[src/common/serial_status_regs.vh]
// Register offsets, field positions, reset values and encodings of the serial status block.
`ifndef SERIAL_STATUS_REGS_VH
`define SERIAL_STATUS_REGS_VH

// ---------------------------------------------------------------
// Register map
// ---------------------------------------------------------------
`define ADDR_W 4
`define ADDR_STATUS 4'h0
`define ADDR_CONTROL 4'h1
`define ADDR_MODE 4'h2
`define ADDR_TX_DATA 4'h3
`define ADDR_RX_DATA 4'h4
`define ADDR_BIT_DIV 4'h5

// ---------------------------------------------------------------
// Status register fields
// ---------------------------------------------------------------
`define ST_TX_EMPTY 7
`define ST_RX_FULL 6
`define ST_OVERRUN 5
`define ST_FRAMING 4
`define ST_PARITY 3
`define ST_TX_DONE 2
`define ST_RX_MP 1
`define ST_TX_MP 0
`define STATUS_RESET 8'h84

// ---------------------------------------------------------------
// Control register fields
// ---------------------------------------------------------------
`define CT_TX_ENABLE 5
`define CT_RX_ENABLE 4
`define CT_STANDBY 0
`define CONTROL_RESET 8'h00

// ---------------------------------------------------------------
// Mode register fields
// ---------------------------------------------------------------
`define MD_SYNC 7
`define MD_PARITY_EN 5
`define MD_PARITY_ODD 4
`define MD_TWO_STOP 3
`define MD_MULTIPROC 2
`define MODE_RESET 8'h00

// ---------------------------------------------------------------
// Bit timing
// ---------------------------------------------------------------
`define BIT_DIV_RESET 8'hFF
`define OVERSAMPLE 4'hF
`define MID_SAMPLE 4'h7
`define DATA_BITS 4'h8

`endif

[src/logic/bit_tick.v]
// Divider that makes the sixteen-times oversampling enable pulse.
`timescale 1ns/1ps

module bit_tick (
    // Clock and reset
    input wire clk_sys,
    input wire reset_n,
    // Division setting
    input wire [7:0] divisor,
    // Enable pulse
    output reg tick
);

reg [7:0] count;

always @(posedge clk_sys or negedge reset_n) begin
    if (!reset_n) begin
        count <= 8'h00;
        tick <= 1'b0;
    end else if (count >= divisor) begin
        count <= 8'h00;
        tick <= 1'b1;
    end else begin
        count <= count + 8'h01;
        tick <= 1'b0;
    end
end

endmodule // bit_tick

[src/logic/serial_unit.v]
// Serial unit with status flags, simple transmitter and receiver, and register port.
//
// Added by the designer: the placing of the registers and the strobed register port.
`timescale 1ns/1ps
`include "serial_status_regs.vh"

// Contract
// - Good character sets rx_full_flag
// - rx_full_flag clears on reset, standby, read-then-write0
// - Errors and receive disable keep buffer, flag
// - Character while full sets overrun, discards it
// - Overrun stops reception; in sync mode, transmit too
// - Error flags clear by reset, standby, read-write0
// - Stop bit zero sets framing outside sync mode; first stop only
// - Framing error stores data, no full flag
// - Parity mismatch sets parity_flag
// - Parity error stores data, no full flag
// - tx_done sets on reset, standby, disable, end
// - tx_done clears with tx_empty read-write0
// - tx_done is read-only
// - Multiprocessor bit captured, read-only
// - Receive disable keeps rx_multiproc_flag
// - tx_multiproc_flag sent as multiprocessor bit
// - Status resets to 84 hex
// - Writing one sets no flag except tx_multiproc_flag
// - tx_empty sets on reset, standby, disable, load
module serial_unit (
    // Clock and reset
    input wire clk_sys,
    input wire reset_n,
    // Register port
    input wire [`ADDR_W-1:0] reg_addr,
    input wire [7:0] reg_wdata,
    input wire reg_write,
    input wire reg_read,
    output reg [7:0] reg_rdata,
    // Serial line
    input wire rx_pin,
    output reg tx_pin
);

// ---------------------------------------------------------------
// Registers
// ---------------------------------------------------------------
reg [7:0] control_register;
reg [7:0] mode_register;
reg [7:0] bit_div;
reg [7:0] tx_buffer;
reg [7:0] rx_buffer;
reg tx_empty_flag;
reg rx_full_flag;
reg overrun_flag;
reg framing_flag;
reg parity_flag;
reg tx_done_flag;
reg rx_multiproc_flag;
reg tx_multiproc_flag;
// Armed bits remember that a flag was read as one.
reg [7:3] armed;

localparam [7:0] STATUS_INIT = `STATUS_RESET;
wire tick;
wire standby = control_register[`CT_STANDBY];
wire rx_enable_bit = control_register[`CT_RX_ENABLE];
wire tx_enable_bit = control_register[`CT_TX_ENABLE];
wire sync_mode = mode_register[`MD_SYNC];
wire mp_mode = mode_register[`MD_MULTIPROC] & ~sync_mode;
wire parity_on = mode_register[`MD_PARITY_EN] & ~sync_mode & ~mp_mode;
wire any_error = overrun_flag | framing_flag | parity_flag;
wire wr_status = reg_write && (reg_addr == `ADDR_STATUS);
wire rd_status = reg_read && (reg_addr == `ADDR_STATUS);
wire [7:0] status_value = {tx_empty_flag, rx_full_flag, overrun_flag, framing_flag,
                           parity_flag, tx_done_flag, rx_multiproc_flag, tx_multiproc_flag};

// A clear takes effect only when armed and the written bit is zero.
function clear_hit;
    input arm;
    input wbit;
    input wr;
    begin
        clear_hit = wr & arm & ~wbit;
    end
endfunction

bit_tick u_bit_tick (
    .clk_sys(clk_sys),
    .reset_n(reset_n),
    .divisor(bit_div),
    .tick(tick)
);

// ---------------------------------------------------------------
// Input synchroniser
// ---------------------------------------------------------------
reg rx_meta;
reg rx_sync;
always @(posedge clk_sys or negedge reset_n) begin
    if (!reset_n) begin
        rx_meta <= 1'b1;
        rx_sync <= 1'b1;
    end else begin
        rx_meta <= rx_pin;
        rx_sync <= rx_meta;
    end
end

// ---------------------------------------------------------------
// Receiver
// ---------------------------------------------------------------
localparam RX_IDLE = 2'h0;
localparam RX_START = 2'h1;
localparam RX_BITS = 2'h2;
localparam RX_STOP = 2'h3;

reg [1:0] rx_state;
reg [3:0] rx_phase;
reg [3:0] rx_count;
reg [9:0] rx_shift_reg;
reg rx_done;
reg [9:0] rx_word;
reg rx_stop_bad;

// Number of data bits plus parity or multiprocessor bit in this frame.
wire [3:0] rx_len = (parity_on || mp_mode) ? `DATA_BITS + 4'h1 : `DATA_BITS;
// Errors block a new frame from starting at all.
wire rx_go = rx_enable_bit && !any_error && !standby;

always @(posedge clk_sys or negedge reset_n) begin
    if (!reset_n) begin
        rx_state <= RX_IDLE;
        rx_phase <= 4'h0;
        rx_count <= 4'h0;
        rx_shift_reg <= 10'h000;
        rx_done <= 1'b0;
        rx_word <= 10'h000;
        rx_stop_bad <= 1'b0;
    end else begin
        rx_done <= 1'b0;
        if (!rx_go) begin
            rx_state <= RX_IDLE;
        end else if (tick) begin
            rx_phase <= rx_phase + 4'h1;
            case (rx_state)
                RX_IDLE: begin
                    rx_phase <= 4'h0;
                    if (!rx_sync) begin
                        rx_state <= RX_START;
                    end
                end
                RX_START: begin
                    if (rx_phase == `MID_SAMPLE) begin
                        rx_phase <= 4'h0;
                        rx_count <= 4'h0;
                        rx_state <= rx_sync ? RX_IDLE : RX_BITS;
                    end
                end
                RX_BITS: begin
                    if (rx_phase == `OVERSAMPLE) begin
                        rx_shift_reg <= {rx_sync, rx_shift_reg[9:1]};
                        rx_count <= rx_count + 4'h1;
                        if (rx_count + 4'h1 == rx_len) begin
                            rx_state <= RX_STOP;
                        end
                    end
                end
                RX_STOP: begin
                    // Only the first stop bit is sampled; a second is just idle line.
                    if (rx_phase == `OVERSAMPLE) begin
                        rx_state <= RX_IDLE;
                        rx_done <= 1'b1;
                        rx_stop_bad <= ~rx_sync & ~sync_mode;
                        rx_word <= (rx_len == `DATA_BITS) ? {2'h0, rx_shift_reg[9:2]}
                                                          : {1'b0, rx_shift_reg[9:1]};
                    end
                end
                default: begin
                    rx_state <= RX_IDLE;
                end
            endcase
        end
    end
end

wire rx_parity_bad = parity_on &&
    ((^rx_word[8:0]) != mode_register[`MD_PARITY_ODD]);

// ---------------------------------------------------------------
// Transmitter
// ---------------------------------------------------------------
localparam TX_IDLE = 2'h0;
localparam TX_SEND = 2'h1;

reg [1:0] tx_state;
reg [3:0] tx_phase;
reg [3:0] tx_count;
reg [10:0] tx_shift_reg;
reg [3:0] tx_len;
wire tx_blocked = sync_mode && any_error;
wire tx_load = tx_enable_bit && !standby && !tx_empty_flag && !tx_blocked &&
               tx_state == TX_IDLE && tick;
wire tx_last = tx_state == TX_SEND && tick && tx_phase == `OVERSAMPLE &&
               tx_count == tx_len;

always @(posedge clk_sys or negedge reset_n) begin
    if (!reset_n) begin
        tx_state <= TX_IDLE;
        tx_phase <= 4'h0;
        tx_count <= 4'h0;
        tx_shift_reg <= 11'h7FF;
        tx_len <= 4'h0;
        tx_pin <= 1'b1;
    end else if (!tx_enable_bit || standby) begin
        tx_state <= TX_IDLE;
        tx_pin <= 1'b1;
    end else if (tx_load) begin
        tx_state <= TX_SEND;
        tx_phase <= 4'h0;
        tx_count <= 4'h0;
        if (mp_mode) begin
            tx_shift_reg <= {1'b1, tx_multiproc_flag, tx_buffer, 1'b0};
            tx_len <= `DATA_BITS + 4'h2;
        end else if (parity_on) begin
            tx_shift_reg <= {1'b1, (^tx_buffer) ^ mode_register[`MD_PARITY_ODD],
                             tx_buffer, 1'b0};
            tx_len <= `DATA_BITS + 4'h2;
        end else begin
            tx_shift_reg <= {2'h3, tx_buffer, 1'b0};
            tx_len <= `DATA_BITS + 4'h1;
        end
    end else if (tx_state == TX_SEND && tick) begin
        tx_phase <= tx_phase + 4'h1;
        if (tx_phase == 4'h0) begin
            tx_pin <= tx_shift_reg[0];
        end
        if (tx_phase == `OVERSAMPLE) begin
            tx_shift_reg <= {1'b1, tx_shift_reg[10:1]};
            tx_count <= tx_count + 4'h1;
            if (tx_last) begin
                tx_state <= TX_IDLE;
                tx_pin <= 1'b1;
            end
        end
    end
end

// ---------------------------------------------------------------
// Status flags
// ---------------------------------------------------------------
always @(posedge clk_sys or negedge reset_n) begin
    if (!reset_n) begin
        tx_empty_flag <= STATUS_INIT[`ST_TX_EMPTY];
        rx_full_flag <= 1'b0;
        overrun_flag <= 1'b0;
        framing_flag <= 1'b0;
        parity_flag <= 1'b0;
        tx_done_flag <= STATUS_INIT[`ST_TX_DONE];
        rx_multiproc_flag <= 1'b0;
        tx_multiproc_flag <= 1'b0;
        armed <= 5'h00;
        rx_buffer <= 8'h00;
    end else if (standby) begin
        tx_empty_flag <= 1'b1;
        rx_full_flag <= 1'b0;
        overrun_flag <= 1'b0;
        framing_flag <= 1'b0;
        parity_flag <= 1'b0;
        tx_done_flag <= 1'b1;
        rx_multiproc_flag <= 1'b0;
        tx_multiproc_flag <= 1'b0;
        armed <= 5'h00;
    end else begin
        // Arm on a read that sees one; disarm on the write that clears it.
        if (rd_status) begin
            armed <= armed | status_value[7:3];
        end
        // Software clears first; hardware sets below win in the same cycle.
        if (clear_hit(armed[`ST_TX_EMPTY], reg_wdata[`ST_TX_EMPTY], wr_status)) begin
            tx_empty_flag <= 1'b0;
            tx_done_flag <= 1'b0;
            armed[`ST_TX_EMPTY] <= 1'b0;
        end
        if (clear_hit(armed[`ST_RX_FULL], reg_wdata[`ST_RX_FULL], wr_status)) begin
            rx_full_flag <= 1'b0;
            armed[`ST_RX_FULL] <= 1'b0;
        end
        if (clear_hit(armed[`ST_OVERRUN], reg_wdata[`ST_OVERRUN], wr_status)) begin
            overrun_flag <= 1'b0;
            armed[`ST_OVERRUN] <= 1'b0;
        end
        if (clear_hit(armed[`ST_FRAMING], reg_wdata[`ST_FRAMING], wr_status)) begin
            framing_flag <= 1'b0;
            armed[`ST_FRAMING] <= 1'b0;
        end
        if (clear_hit(armed[`ST_PARITY], reg_wdata[`ST_PARITY], wr_status)) begin
            parity_flag <= 1'b0;
            armed[`ST_PARITY] <= 1'b0;
        end
        // Writes of one clear nothing; tx_done and rx_multiproc have no write path; tx_multiproc_flag takes the written bit.
        if (wr_status) begin
            tx_multiproc_flag <= reg_wdata[`ST_TX_MP];
        end
        // Receive completion.
        if (rx_done) begin
            if (mp_mode) begin
                rx_multiproc_flag <= rx_word[8];
            end
            if (rx_full_flag) begin
                overrun_flag <= 1'b1;
            end else if (rx_stop_bad || rx_parity_bad) begin
                rx_buffer <= rx_word[7:0];
                framing_flag <= rx_stop_bad | framing_flag;
                parity_flag <= rx_parity_bad | parity_flag;
            end else begin
                rx_buffer <= rx_word[7:0];
                rx_full_flag <= 1'b1;
            end
        end
        // Transmit side.
        if (!tx_enable_bit) begin
            tx_empty_flag <= 1'b1;
            tx_done_flag <= 1'b1;
        end else begin
            if (tx_load) begin
                tx_empty_flag <= 1'b1;
                tx_done_flag <= 1'b0;
            end
            if (tx_last && tx_empty_flag) begin
                tx_done_flag <= 1'b1;
            end
        end
    end
end

// ---------------------------------------------------------------
// Register port
// ---------------------------------------------------------------
always @(posedge clk_sys or negedge reset_n) begin
    if (!reset_n) begin
        control_register <= `CONTROL_RESET;
        mode_register <= `MODE_RESET;
        bit_div <= `BIT_DIV_RESET;
        tx_buffer <= 8'h00;
        reg_rdata <= 8'h00;
    end else begin
        if (reg_write) begin
            case (reg_addr)
                `ADDR_CONTROL: control_register <= reg_wdata;
                `ADDR_MODE: mode_register <= reg_wdata;
                `ADDR_BIT_DIV: bit_div <= reg_wdata;
                `ADDR_TX_DATA: tx_buffer <= reg_wdata;
                default: begin
                end
            endcase
        end
        reg_rdata <= 8'h00;
        if (reg_read) begin
            case (reg_addr)
                `ADDR_STATUS: reg_rdata <= status_value;
                `ADDR_CONTROL: reg_rdata <= control_register;
                `ADDR_MODE: reg_rdata <= mode_register;
                `ADDR_BIT_DIV: reg_rdata <= bit_div;
                `ADDR_TX_DATA: reg_rdata <= tx_buffer;
                `ADDR_RX_DATA: reg_rdata <= rx_buffer;
                default: reg_rdata <= 8'h00;
            endcase
        end
    end
end

endmodule // serial_unit

[config.mk]
export PLATFORM = sky130hd
export DESIGN_NAME = serial_unit
export DESIGN_NICKNAME = d
export VERILOG_FILES = /design/src/logic/bit_tick.v /design/src/logic/serial_unit.v
export VERILOG_INCLUDE_DIRS = /design/src /design/src/common
export SDC_FILE = /design/constraint.sdc
export NUM_CORES = 1
export LEC_CHECK = 0
export BUFFER_PORTS_ARGS = -buffer_cell sky130_fd_sc_hd__buf_2
export CAP_MARGIN = 20
export CORE_UTILIZATION = 30
export DETAILED_ROUTE_END_ITERATION = 16
export PLACE_DENSITY = 0.42
export SLEW_MARGIN = 20
export SYNTH_ARGS = -nofsm -noshare
export SYNTH_HDL_FRONTEND = slang
export SYNTH_SLANG_ARGS = --single-unit
[constraint.sdc]
create_clock -name clk_sys -period 2.56 [get_ports clk_sys]
set_input_delay 0.512 -clock clk_sys [delete_from_list [all_inputs] [get_ports clk_sys]]
set_output_delay 0.512 -clock clk_sys [all_outputs]
set_load 0.01 [all_outputs]
==> impl_summary.txt, run 1 <==
----------------------------------------------------
[Status]
  Result of the run ... finished clean

[Detailed routing]
  WL per Instance ... between 15 and 20 µm
  Count of TritonRoute iterations in the first routing pass ... 4
  Number of design-rule violations left by the first detailed-router iteration ... roughly 200
  Post-route antenna net violation count ... 0
  DRC errors left ... 0
  Detailed Route WL ... approximately 15,000 µm
  Average vias per placed instance ... between 4 and 5
  DR vias ... 4,355

[Global routing]
  Overall Global Routing Usage ... between 10% and 20%
  Largest net degree at the start of global routing ... 50
  Overflow after GRT ... 0
  Number of global-route vias before repair ... approximately 4,400
  Wire length of the first global-routing pass ... ~25,000 µm
  Initial antenna violation count ... 0

[Clock network]
  Maximum buffer depth of the clock tree ... 2
  H-Tree Level Count ... 4
  CTS resizes ... 0
  Cts bufs inserted ... 17
  Worst-Skew Late Latency ... around 0.41 ns
  Clock-pin slew on the worst setup and hold paths ... 0.06 ns
  Clock root buffer ... sky130_fd_sc_hd__clkbuf_16
  Clock sink total ... ~130
  Post-cts hold buffer count ... 0
  Post-CTS setup buffer count ... 0
  Clock tree from TritonCTS ... done

[Run]
  Max-cap viol count ... 0

[Placed design]
  IO Port Bufs ... 25
  Routability-driven placement congestion ratio ... between 0.8 and 0.9
  HPWL Detailed ... ~11,000 µm
  Cells after DPL ... around 860
  Cell area reported after detailed placement ... about 6700 µm²

[Finish]
  FF+latch area ... ~3200 µm²
  Filler Cells Inserted ... 2,025
  Signed area change from the synthesized netlist to the final layout ... 17.7%
  Fraction of layout instances using a drive strength above 1 ... around 25%
  Most frequent cells in the layout ... 102 x sky130_fd_sc_hd__dfrtp_1, 70 x sky130_fd_sc_hd__nand2_1, 45 x sky130_fd_sc_hd__mux2_2
  Post-route design area ... just over 7000 µm²
  Largest register FFs ... 10
  Number of diodes added for antenna fixing ... 0
  Non-filler instance count after layout ... 891
  Number of nets in the final layout ... 639
  Most common cell after layout, fill and taps aside ... sky130_fd_sc_hd__dfrtp_1
  Area taken by multi-input logic gates ... about 2800 µm²

[Timing]
  Final hold vios ... 0
  Post-route fraction of the period consumed by the critical path ... about nine tenths
  Setup repair after global routing missed its margin ... false
  Worst Tran Pin Value ... roughly 0.68 ns
  Final Slew Violations ... 0
  Final-report setup violation count ... 0
  Normalized max-slew margin ... between 50% and 60%
  Clock Skew ... approximately 0.012 ns
  Final Critical Period ... about 2.4 ns
  Sum of negative setup slack ... 0 ns
  Achievable frequency ... ~430 MHz

[Worst setup path]
  Worst Path Class, Setup ... reg -> reg
  Endpoint of the most critical register-to-register path ... rx_shift_reg[2]
  Critical path launch point ... parity_flag
  Setup crit end kind ... flip-flop
  Worst reg2reg setup slack ... about 0.21 ns
  Category of the worst setup path launch point ... flip-flop
  Worst Path Required ... between 2 and 3 ns
  Arrival time at the worst endpoint ... roughly 2.7 ns
  Worst-case reg-to-reg path depth ... 5
  Reg-to-Reg Start ... parity_flag
  Maximum fanout along the worst path ... 9

[Floorplan]
  Initial core utilization ... between 30% and 40%
  Core ar. ... 20,200 µm²
  Number of rows in the core area ... 52
  Full die area ... 21,100 µm²
  Die boundary height ... 145 µm
  Count of boundary I/O pins ... 26
  Width of the die ... ~150 µm

[Pwr]
  Maximum VDD drop ... 365 µV
  Power Dens Cells ... between 700 and 800 nW/µm²
  Static Leak ... approximately 3.2 nW

[Yosys]
  Nets in the synthesized netlist ... around 600
  Count of synthesis-stage warnings from yosys ... 0
  Number of instances in the synthesized netlist ... about 570
  Most frequently used flop master after synthesis ... sky130_fd_sc_hd__dfrtp_1
  Syn Std Cell Area ... roughly 6200 µm²
  Proportion of synthesized chip area in sequential cells ... between 50% and 60%
  Register bit total from synthesis ... 125
  Number of different library cells in the post-synthesis netlist ... between 50 and 60
  Count of flip-flops with a built-in enable after synthesis ... 0
  Synthesized area per cell ... around 11 µm²
  Share of async-settable or async-resettable flops after synthesis ... 100%

[Min path]
  Path type of the worst min-delay path ... in -> async

----------------------------------------------------
worst max-delay path, stage by stage (launching register included):
cell	delay [ns]
sky130_fd_sc_hd__dfrtp_1	0.42
sky130_fd_sc_hd__or3_4	0.44
sky130_fd_sc_hd__or3_1	0.50
sky130_fd_sc_hd__nor4_4	0.29
sky130_fd_sc_hd__buf_4	0.24
sky130_fd_sc_hd__mux2_2	0.35
layer usage:
| metal | vias to the layer above | part of all wire [%] | global-route usage (%) | wire, µm |
|---|---|---|---|---|
| met5 | - | 0 | 0 | 0 |
| met4 | 0 | 1.3 | 4.63 | 193 |
| met3 | 13 | 3.1 | 3.24 | 467 |
| met2 | 62 | 46 | 23.8 | 6930 |
| met1 | 2176 | 50 | 21.6 | 7440 |
| li1 | 2104 | - | - | - |
area by class of cell:
class	count	area share, %
flip-flops and latches	125	43.5
repair buffers	42	3.69
multi-input cells	399	38.8
well taps	270	4.66
clock buffers	26	6.89
clock inverters	6	1.21
inverters	23	1.19
per-stage QoR:
| stage | utilization (%) | setup slack, ns | total power, mW | hold WS, ns |
|---|---|---|---|---|
| after global routing | 35.9 | 0.146 | 6.08 | 0.156 |
| after detailed placement | 33.0 | 0.211 | 3.42 | 0.347 |
| final | 35.9 | 0.208 | 5.75 | 0.122 |
| after global placement | 33.0 | 0.248 | 3.40 | 0.348 |
| after CTS | 35.9 | 0.203 | 5.84 | 0.127 |
| after floorplan | - | 0.360 | 3.05 | 0.216 |
report_power, final:
part / internal (mW) / switching, mW / total, mW
Combinational: 0.452 / 0.507 / 0.959
Clock: 1.54 / 0.845 / 2.38
Sequential: 2.19 / 0.218 / 2.41
synthesized netlist by cell type (3+ instances only):
cell / n / area [µm²]
sky130_fd_sc_hd__a22o_1: 4 / 35.0
sky130_fd_sc_hd__nand4_1: 5 / 31.3
sky130_fd_sc_hd__mux2_2: 45 / 507
sky130_fd_sc_hd__mux2_4: 6 / 90.1
sky130_fd_sc_hd__ha_1: 14 / 175
sky130_fd_sc_hd__and3_1: 5 / 31.3
sky130_fd_sc_hd__xnor2_1: 17 / 149
sky130_fd_sc_hd__mux2i_1: 14 / 140
sky130_fd_sc_hd__xor2_1: 10 / 87.6
sky130_fd_sc_hd__buf_1: 3 / 11.3
sky130_fd_sc_hd__a222oi_1: 3 / 30.0
sky130_fd_sc_hd__o31ai_1: 6 / 45.0
sky130_fd_sc_hd__nand2_1: 70 / 263
sky130_fd_sc_hd__nand3_1: 19 / 95.1
sky130_fd_sc_hd__a2bb2oi_1: 4 / 35.0
sky130_fd_sc_hd__a21oi_1: 16 / 80.1
sky130_fd_sc_hd__or2_2: 3 / 18.8
sky130_fd_sc_hd__dfstp_2: 23 / 604
sky130_fd_sc_hd__dfrtp_1: 102 / 2550
sky130_fd_sc_hd__nand3b_1: 6 / 45.0
sky130_fd_sc_hd__o22a_1: 5 / 43.8
sky130_fd_sc_hd__nand2b_1: 6 / 37.5
sky130_fd_sc_hd__o21ai_0: 35 / 175
sky130_fd_sc_hd__o22ai_1: 3 / 18.8
sky130_fd_sc_hd__nor3_1: 3 / 15.0
sky130_fd_sc_hd__inv_1: 23 / 86.3
sky130_fd_sc_hd__nor2_1: 33 / 124
sky130_fd_sc_hd__nor2b_1: 8 / 50.1
sky130_fd_sc_hd__and2_1: 3 / 18.8
sky130_fd_sc_hd__a31oi_1: 11 / 68.8
sky130_fd_sc_hd__nor3b_1: 7 / 52.6
sky130_fd_sc_hd__clkbuf_1: 19 / 71.3
sky130_fd_sc_hd__a22oi_1: 10 / 75.1
how the worst max path moves through the flow:
stage and to:
4_1_cts rx_shift_reg[2], 3_3_place_gp rx_shift_reg[1], 3_5_place_dp rx_shift_reg[2], 6_report rx_shift_reg[2]
2_1_floorplan rx_shift_reg[3], 5_1_grt rx_shift_reg[2]
kinds of logic (layout without fill, tap and decap cells):
group / after synthesis / after routing / synth area share, %
xor gates and xnor gates: 29 / 29 / 4.57
muxes: 65 / 65 / 12.0
buffers and inverters: 48 / 97 / 3.19
and+or+nand+nor: 178 / 178 / 14.3
DFF: 125 / 125 / 51.2
AOI/OAI and AO/OA: 113 / 113 / 11.9
adders and majority gates: 14 / 14 / 2.84
Power figures use the tool's default switching activity.
==> inputs of run 2 (changes only) <==
--- a/config.mk
+++ b/config.mk
@@ -9,8 +9,11 @@
 export BUFFER_PORTS_ARGS = -buffer_cell sky130_fd_sc_hd__buf_2
 export CAP_MARGIN = 20
 export CORE_UTILIZATION = 30
+export CTS_BUF_LIST = sky130_fd_sc_hd__clkbuf_4
 export DETAILED_ROUTE_END_ITERATION = 16
 export PLACE_DENSITY = 0.42
+export SETUP_SLACK_MARGIN = 0.3
+export SKIP_CTS_REPAIR_TIMING = 1
 export SLEW_MARGIN = 20
 export SYNTH_ARGS = -nofsm -noshare
 export SYNTH_HDL_FRONTEND = slang
==> impl_summary.txt, run 2 (synthesized netlist as in run 1, its figures left out) <==
----------------------------------------------------
[Status]
  Result of the run ... finished clean

[Detailed routing]
  Count of TritonRoute iterations in the first routing pass ... 4 (unchanged)
  Routed wl met3 ... 428 µm (-8.4%)
  Routed length on met2 ... 6990 µm (+0.94%)
  Detailed Route WL ... 15,000 µm (-0.28%)
  Average vias per placed instance ... 4.88 (about the same)
  Highest signal layer in the routed design ... met4
  DR vias ... 4,371 (+0.37%)
  Post-route antenna net violation count ... 0 (unchanged)
  DRC errors left ... 0 (unchanged)
  WL per Instance ... 16.7 µm (-0.73%)
  Number of design-rule violations left by the first detailed-router iteration ... 199 (+1.0%)
  Met1 wire length ... 7310 µm (-1.8%)

[Worst setup path]
  Setup crit end kind ... flip-flop
  Worst Path Required ... 3.00 ns (+0.14 ns)
  Worst Path Class, Setup ... reg -> reg
  Category of the worst setup path launch point ... flip-flop
  CP Capture Point ... rx_shift_reg[4]
  Critical path launch point ... parity_flag
  Arrival time at the worst endpoint ... 2.61 ns (-0.04 ns)
  Reg-to-Reg Start ... parity_flag
  Worst reg2reg setup slack ... 0.39 ns (+0.19 ns)
  Endpoint of the most critical register-to-register path ... rx_shift_reg[4]
  Worst-case reg-to-reg path depth ... 5 (unchanged)
  Maximum fanout along the worst path ... 8 (-1)

[Finish]
  Fraction of layout instances using a drive strength above 1 ... 25.2% (+0.56 points)
  Most common cell after layout, fill and taps aside ... sky130_fd_sc_hd__dfrtp_1
  Largest register FFs ... 10 (unchanged)
  Signed area change from the synthesized netlist to the final layout ... 13.0%
  Most frequent cells in the layout ... 102 x sky130_fd_sc_hd__dfrtp_1, 70 x sky130_fd_sc_hd__nand2_1, 45 x sky130_fd_sc_hd__mux2_2
  FF+latch area ... 3160 µm² (unchanged)
  Area taken by multi-input logic gates ... 2820 µm² (+0.36%)
  Number of nets in the final layout ... 641 (+0.31%)
  Filler Cells Inserted ... 2,063 (+1.9%)

[Placed design]
  Post-placement setup slack ... 0.211 ns (unchanged)
  IO Port Bufs ... 25 (unchanged)
  Routability-driven placement congestion ratio ... 0.801 (unchanged)
  HPWL Detailed ... 10,900 µm (unchanged)

[Global routing]
  Initial antenna violation count ... 1 (+1)
  Overflow after GRT ... 0 (unchanged)
  Number of global-route vias before repair ... 4,395 (-0.59%)
  Overall Global Routing Usage ... 15.4% (+0.063 points)
  Wire length of the first global-routing pass ... 24,900 µm (-0.36%)
  Largest net degree at the start of global routing ... 50 (unchanged)

[Timing]
  Achievable frequency ... 462 MHz (+8.6%)
  Final hold vios ... 0 (unchanged)
  Final critical-path setup slack ... 0.395 ns (+0.187 ns)
  Sum of negative setup slack ... 0 ns (unchanged)
  Normalized max-slew margin ... 55.2% (+0.36 points)
  Post-route fraction of the period consumed by the critical path ... 84.6% (-7.3 points)
  Setup repair after global routing missed its margin ... false
  Final Critical Period ... 2.17 ns (-0.187 ns)
  Final Slew Violations ... 0 (unchanged)
  Worst Tran Pin Value ... 0.673 ns (-0.00540 ns)
  Clock Skew ... 0.0305 ns (+0.0189 ns)
  Final-report setup violation count ... 0 (unchanged)

[Floorplan]
  Core ar. ... 20,200 µm² (unchanged)
  Count of boundary I/O pins ... 26 (unchanged)
  Number of rows in the core area ... 52 (unchanged)
  Full die area ... 21,100 µm² (unchanged)
  Width of the die ... 145 µm (unchanged)
  Initial core utilization ... 30.5% (unchanged)
  Die boundary height ... 145 µm (unchanged)

[Pwr]
  Static Leak ... 3.11 nW (-3.8%)
  Sequential Power Share ... 50.8% (+8.9 points)
  Net Switching ... 1.47 mW (-6.5%)
  Power Dens Cells ... 680 nW/µm² (-14%)
  Cell internal power dissipation ... 3.27 mW (-22%)
  Share of total power consumed by net switching ... 31.0% (+3.7 points)
  Combinational share of power ... 20.6% (+3.9 points)
  Maximum VDD drop ... 237 µV (-35%)
  Proportion of power drawn by the clock network ... 28.6% (-13 points)

[Run]
  Max-cap viol count ... 0 (unchanged)

[Clock network]
  Clock tree from TritonCTS ... done
  Clock sink total ... 125 (unchanged)
  H-Tree Level Count ... 4 (unchanged)
  Cts bufs inserted ... 17 (unchanged)
  Maximum buffer depth of the clock tree ... 2 (unchanged)
  Worst-Skew Late Latency ... 0.56 ns (+0.15 ns)
  Clock root buffer ... sky130_fd_sc_hd__clkbuf_4
  Clock-pin slew on the worst setup and hold paths ... 0.11 ns (+0.05 ns)

[Min path]
  Path type of the worst min-delay path ... in -> reg

----------------------------------------------------
==> run 2: layout make-up <==
cell class | instances | share of cell area (%)
inverters | 23 | 1.24
well taps | 270 | 4.85
clock buffers | 22 | 2.37
diodes | 2 | 0.0719
clock inverters | 10 | 1.47
flip-flops and latches | 125 | 45.3
multi-input cells | 399 | 40.5
repair buffers | 44 | 4.11
==> run 2: layer usage <==
metal	up-vias	GRT usage, %
met5	-	0
met1	2181	21.5
li1	2115	-
met2	58	23.8
met4	0	5.42
met3	17	3.24
==> run 2: power by group through the flow <==
stage	clock (mW)	combinational [mW]	sequential [mW]
2_1_floorplan	0	0.701	2.35
3_3_place_gp	0	0.956	2.45
6_report	1.35	0.977	2.40
5_1_grt	1.50	1.12	2.44
3_5_place_dp	0	0.973	2.45
4_1_cts	1.41	0.978	2.41
==> run 2: worst max-delay path, stage by stage (launching register included) <==
cell and delay, ns:
sky130_fd_sc_hd__dfrtp_1 0.44, sky130_fd_sc_hd__or3_4 0.44, sky130_fd_sc_hd__or3_4 0.44, sky130_fd_sc_hd__nor4_4 0.22, sky130_fd_sc_hd__buf_2 0.24, sky130_fd_sc_hd__mux2_4 0.31
==> run 2: worst min path at each step <==
stage | startpoint | to | slack [ns] | cells after the start
after global routing | rx_pin | rx_meta | 0.02 | 1
final | rx_pin | rx_meta | 0.07 | 1
after global placement | rx_meta | rx_sync | 0.35 | 0
after detailed placement | rx_meta | rx_sync | 0.35 | 0
after CTS | reset_n | u_bit_tick.tick | -0.05 | 1
after floorplan | reset_n | armed[3] | 0.22 | 0
==> run 2: metrics by stage <==
step                      cell area [µm²]  power (mW)  util (%)  hold WS [ns]  std cells
after detailed placement             6660        3.42      33.0         0.347        859
after CTS                            6930        4.80      34.4       -0.0542        891
after global routing                 6960        5.06      34.5        0.0224        895
after floorplan                      6160        3.05         -         0.216        572
after global placement               6660        3.40      33.0         0.348        859
final                                6960        4.73      34.5        0.0698        895
==> inputs of run 3 (changes only) <==
--- a/config.mk
+++ b/config.mk
@@ -6,12 +6,13 @@
 export SDC_FILE = /design/constraint.sdc
 export NUM_CORES = 1
 export LEC_CHECK = 0
+export ABC_AREA = 1
 export BUFFER_PORTS_ARGS = -buffer_cell sky130_fd_sc_hd__buf_2
 export CAP_MARGIN = 20
 export CORE_UTILIZATION = 30
 export CTS_BUF_LIST = sky130_fd_sc_hd__clkbuf_4
 export DETAILED_ROUTE_END_ITERATION = 16
-export PLACE_DENSITY = 0.42
+export PLACE_DENSITY = 0.43
 export SETUP_SLACK_MARGIN = 0.3
 export SKIP_CTS_REPAIR_TIMING = 1
 export SLEW_MARGIN = 20
==> constraint.sdc (replaced) <==
create_clock -name clk_sys -period 1.8 [get_ports clk_sys]
set_input_delay 0.36 -clock clk_sys [delete_from_list [all_inputs] [get_ports clk_sys]]
set_output_delay 0.36 -clock clk_sys [all_outputs]
set_load 0.01 [all_outputs]
==> impl_summary.txt, run 3 <==
----------------------------------------------------
[Detailed routing]
  Detailed Route WL ... 17,100 µm (+14%)
  Average vias per placed instance ... 4.73 (-3.2%)
  Routed length on met2 ... 7990 µm (+14%)
  Count of TritonRoute iterations in the first routing pass ... 4 (unchanged)
  DRC errors left ... 0 (unchanged)
  Number of design-rule violations left by the first detailed-router iteration ... 263 (+32%)
  DR vias ... 5,126 (+17%)
  Routed wl met3 ... 592 µm (+38%)
  Highest signal layer in the routed design ... met5
  Post-route antenna net violation count ... 0 (unchanged)
  Met1 wire length ... 8360 µm (+14%)
  WL per Instance ... 15.8 µm (-5.6%)

[Worst setup path]
  Critical path's largest stage delay ... 0.57 ns (+0.13 ns)
  Reg-to-Reg Start ... bit_div[7]
  Endpoint of the most critical register-to-register path ... u_bit_tick.count[3]
  Critical path launch point ... bit_div[7]
  Setup crit end kind ... flip-flop
  CP Capture Point ... u_bit_tick.count[3]
  Maximum fanout along the worst path ... 5 (-3)
  CP max stage cell ... sky130_fd_sc_hd__dfstp_2
  Worst-case reg-to-reg path depth ... 7 (+2)
  Worst Path Class, Setup ... reg -> reg
  Crit path cell chain ... inv_4 > ha_4 > nand2_4 > nor2_4 > nand4_1 > o2111ai_4 > nor3b_2
  Worst Path Required ... 2.25 ns (-0.75 ns)
  Arrival time at the worst endpoint ... 2.13 ns (-0.48 ns)
  Category of the worst setup path launch point ... flip-flop
  Worst reg2reg setup slack ... 0.11 ns (-0.28 ns)

[Min path]
  Path type of the worst min-delay path ... in -> reg

[Yosys]
  Leading cell types by total area after synthesis ... sky130_fd_sc_hd__dfrtp_1 42%, sky130_fd_sc_hd__nand2_1 11%, sky130_fd_sc_hd__dfstp_2 9.9%
  Number of instances in the synthesized netlist ... 706 (+23%)
  Nets in the synthesized netlist ... 737 (+22%)
  Fraction of post-synthesis cell area in the top cell type by area ... 41.9% (+0.48 points)
  Share of async-settable or async-resettable flops after synthesis ... 100% (unchanged)
  Most common cell in the netlist ... sky130_fd_sc_hd__nand2_1
  Most frequently used flop master after synthesis ... sky130_fd_sc_hd__dfrtp_1
  Number of different library cells in the post-synthesis netlist ... 46 (-21%)
  Syn Std Cell Area ... 6090 µm² (-1.1%)
  Count of flip-flops with a built-in enable after synthesis ... 0 (unchanged)
  Register bit total from synthesis ... 125 (unchanged)
  Cell types with the highest counts after synthesis ... 175 x sky130_fd_sc_hd__nand2_1, 102 x sky130_fd_sc_hd__dfrtp_1, 83 x sky130_fd_sc_hd__o21ai_0, 80 x sky130_fd_sc_hd__inv_1, 46 x sky130_fd_sc_hd__nand3_1
  Synthesized area per cell ... 8.63 µm² (-20%)
  Leading area contributor after synthesis ... sky130_fd_sc_hd__dfrtp_1
  Count of synthesis-stage warnings from yosys ... 0 (unchanged)
  Proportion of synthesized chip area in sequential cells ... 51.8% (+0.59 points)

[Floorplan]
  Width of the die ... 144 µm (-0.56%)
  Number of rows in the core area ... 51 (-1.9%)
  Die boundary height ... 144 µm (-0.56%)
  Core ar. ... 19,700 µm² (-2.6%)
  Full die area ... 20,900 µm² (-1.1%)
  Count of boundary I/O pins ... 26 (unchanged)
  Initial core utilization ... 31.0% (+0.44 points)

[Pwr]
  Power Dens Cells ... 958 nW/µm² (+41%)
  Static Leak ... 3.67 nW (+18%)
  Maximum VDD drop ... 717 µV (+200%)
  Total Power Consumption ... 7.73 mW (+63%)

[Placed design]
  Post-placement setup slack ... 0.0580 ns (-0.153 ns)
  HPWL Detailed ... 11,900 µm (+9.0%)
  IO Port Bufs ... 25 (unchanged)
  Routability-driven placement congestion ratio ... 0.843 (+5.1%)

[Finish]
  Fraction of layout instances using a drive strength above 1 ... 32.3% (+7.1 points)
  Largest register FFs ... 10 (unchanged)
  Number of nets in the final layout ... 836 (+30%)
  Most frequent cells in the layout ... 154 x sky130_fd_sc_hd__nand2_1, 95 x sky130_fd_sc_hd__dfrtp_1, 66 x sky130_fd_sc_hd__inv_1
  Signed area change from the synthesized netlist to the final layout ... 32.4%
  Most common cell after layout, fill and taps aside ... sky130_fd_sc_hd__nand2_1

[Clock network]
  Worst-Skew Late Latency ... 0.56 ns (about the same)
  Clock-pin slew on the worst setup and hold paths ... 0.12 ns (about the same)
  Clock root buffer ... sky130_fd_sc_hd__clkbuf_4
  H-Tree Level Count ... 4 (unchanged)
  Maximum buffer depth of the clock tree ... 2 (unchanged)
  Clock sink total ... 125 (unchanged)
  Clock tree from TritonCTS ... done
  Cts bufs inserted ... 17 (unchanged)

[Timing]
  Worst Tran Pin Value ... 0.521 ns (-0.151 ns)
  Post-route fraction of the period consumed by the critical path ... 93.7% (+9.1 points)
  Normalized max-slew margin ... 65.3% (+10 points)
  Final Slew Violations ... 0 (unchanged)
  Sum of negative setup slack ... 0 ns (unchanged)
  Final hold vios ... 0 (unchanged)
  Setup repair after global routing missed its margin ... true
  Clock Skew ... 0.0175 ns (-0.0129 ns)
  Final critical-path setup slack ... 0.114 ns (-0.281 ns)
  Final Critical Period ... 1.69 ns (-0.479 ns)
  Achievable frequency ... 593 MHz (+28%)
  Final-report setup violation count ... 0 (unchanged)

[Global routing]
  Wire length of the first global-routing pass ... 26,000 µm (+4.4%)
  Overflow after GRT ... 0 (unchanged)
  Largest net degree at the start of global routing ... 87 (+74%)
  Overall Global Routing Usage ... 16.8% (+1.3 points)
  Initial antenna violation count ... 2 (+1)
  Number of global-route vias before repair ... 4,801 (+9.2%)

[Status]
  Result of the run ... finished clean

[Run]
  Max-cap viol count ... 0 (unchanged)

----------------------------------------------------
## run 3: area by class of cell
cell class              instances  area [µm²]
flip-flops and latches        125        3170
clock buffers                  17         128
clock inverters                15         269
inverters                      88         360
well taps                     265         332
fillers                      1999       11600
repair buffers                 91         818
diodes                          1        2.50
multi-input cells             482        2990
## run 3: cells by family (layout without fill, tap and decap cells)
logic type | count (synthesis) | count (layout) | share of synthesized area (%)
other cells | 0 | 1 | 0
fa+ha+maj | 14 | 14 | 2.88
flops | 125 | 125 | 51.8
compound gates | 162 | 163 | 15.0
xor+xnor | 20 | 20 | 2.88
simple gates | 285 | 285 | 20.8
buf+inv | 100 | 211 | 6.64
## run 3: power breakdown
part,switching [mW],internal [mW],leakage [nW]
logic,0.949,0.753,1.86
registers,0.274,3.09,1.61
clock network,1.14,1.52,0.198
total,2.37,5.36,3.67
## run 3: per-stage QoR
step           util, %  cells  cell area, µm²  hold slack (ns)
6_report          41.0   1084            8060            0.128
5_1_grt           41.0   1084            8060            0.101
2_1_floorplan        -    706            6200           0.0644
3_5_place_dp      34.5   1005            6790            0.351
3_3_place_gp      34.5   1005            6790            0.350
4_1_cts           36.5   1037            7180           -0.170
## run 3: how the worst min path moves through the flow
stage / cells past startpoint / slack [ns] / from / end
6_report: 3 / 0.13 / reg_wdata[0] / tx_multiproc_flag
3_5_place_dp: 0 / 0.35 / rx_meta / rx_sync
5_1_grt: 3 / 0.10 / reg_wdata[0] / tx_multiproc_flag
2_1_floorplan: 0 / 0.06 / reset_n / armed[3]
4_1_cts: 2 / -0.17 / reset_n / tx_count[3]
3_3_place_gp: 0 / 0.35 / rx_meta / rx_sync
## run 3: layer usage
metal  up-vias  track usage (%)
met5         -                0
met4         2             4.49
met3        20             4.04
met2        58             25.9
met1      2493             23.3
li1       2553                -
## run 3: worst max-delay path: cells and delay by family, from the launching register on
kind                       cells  cell delay (ns)
buffers and inverters          1             0.05
and+or+nand+nor                4             0.46
DFF                            1             0.57
AOI/OAI and AO/OA              1             0.22
adders and majority gates      1             0.28
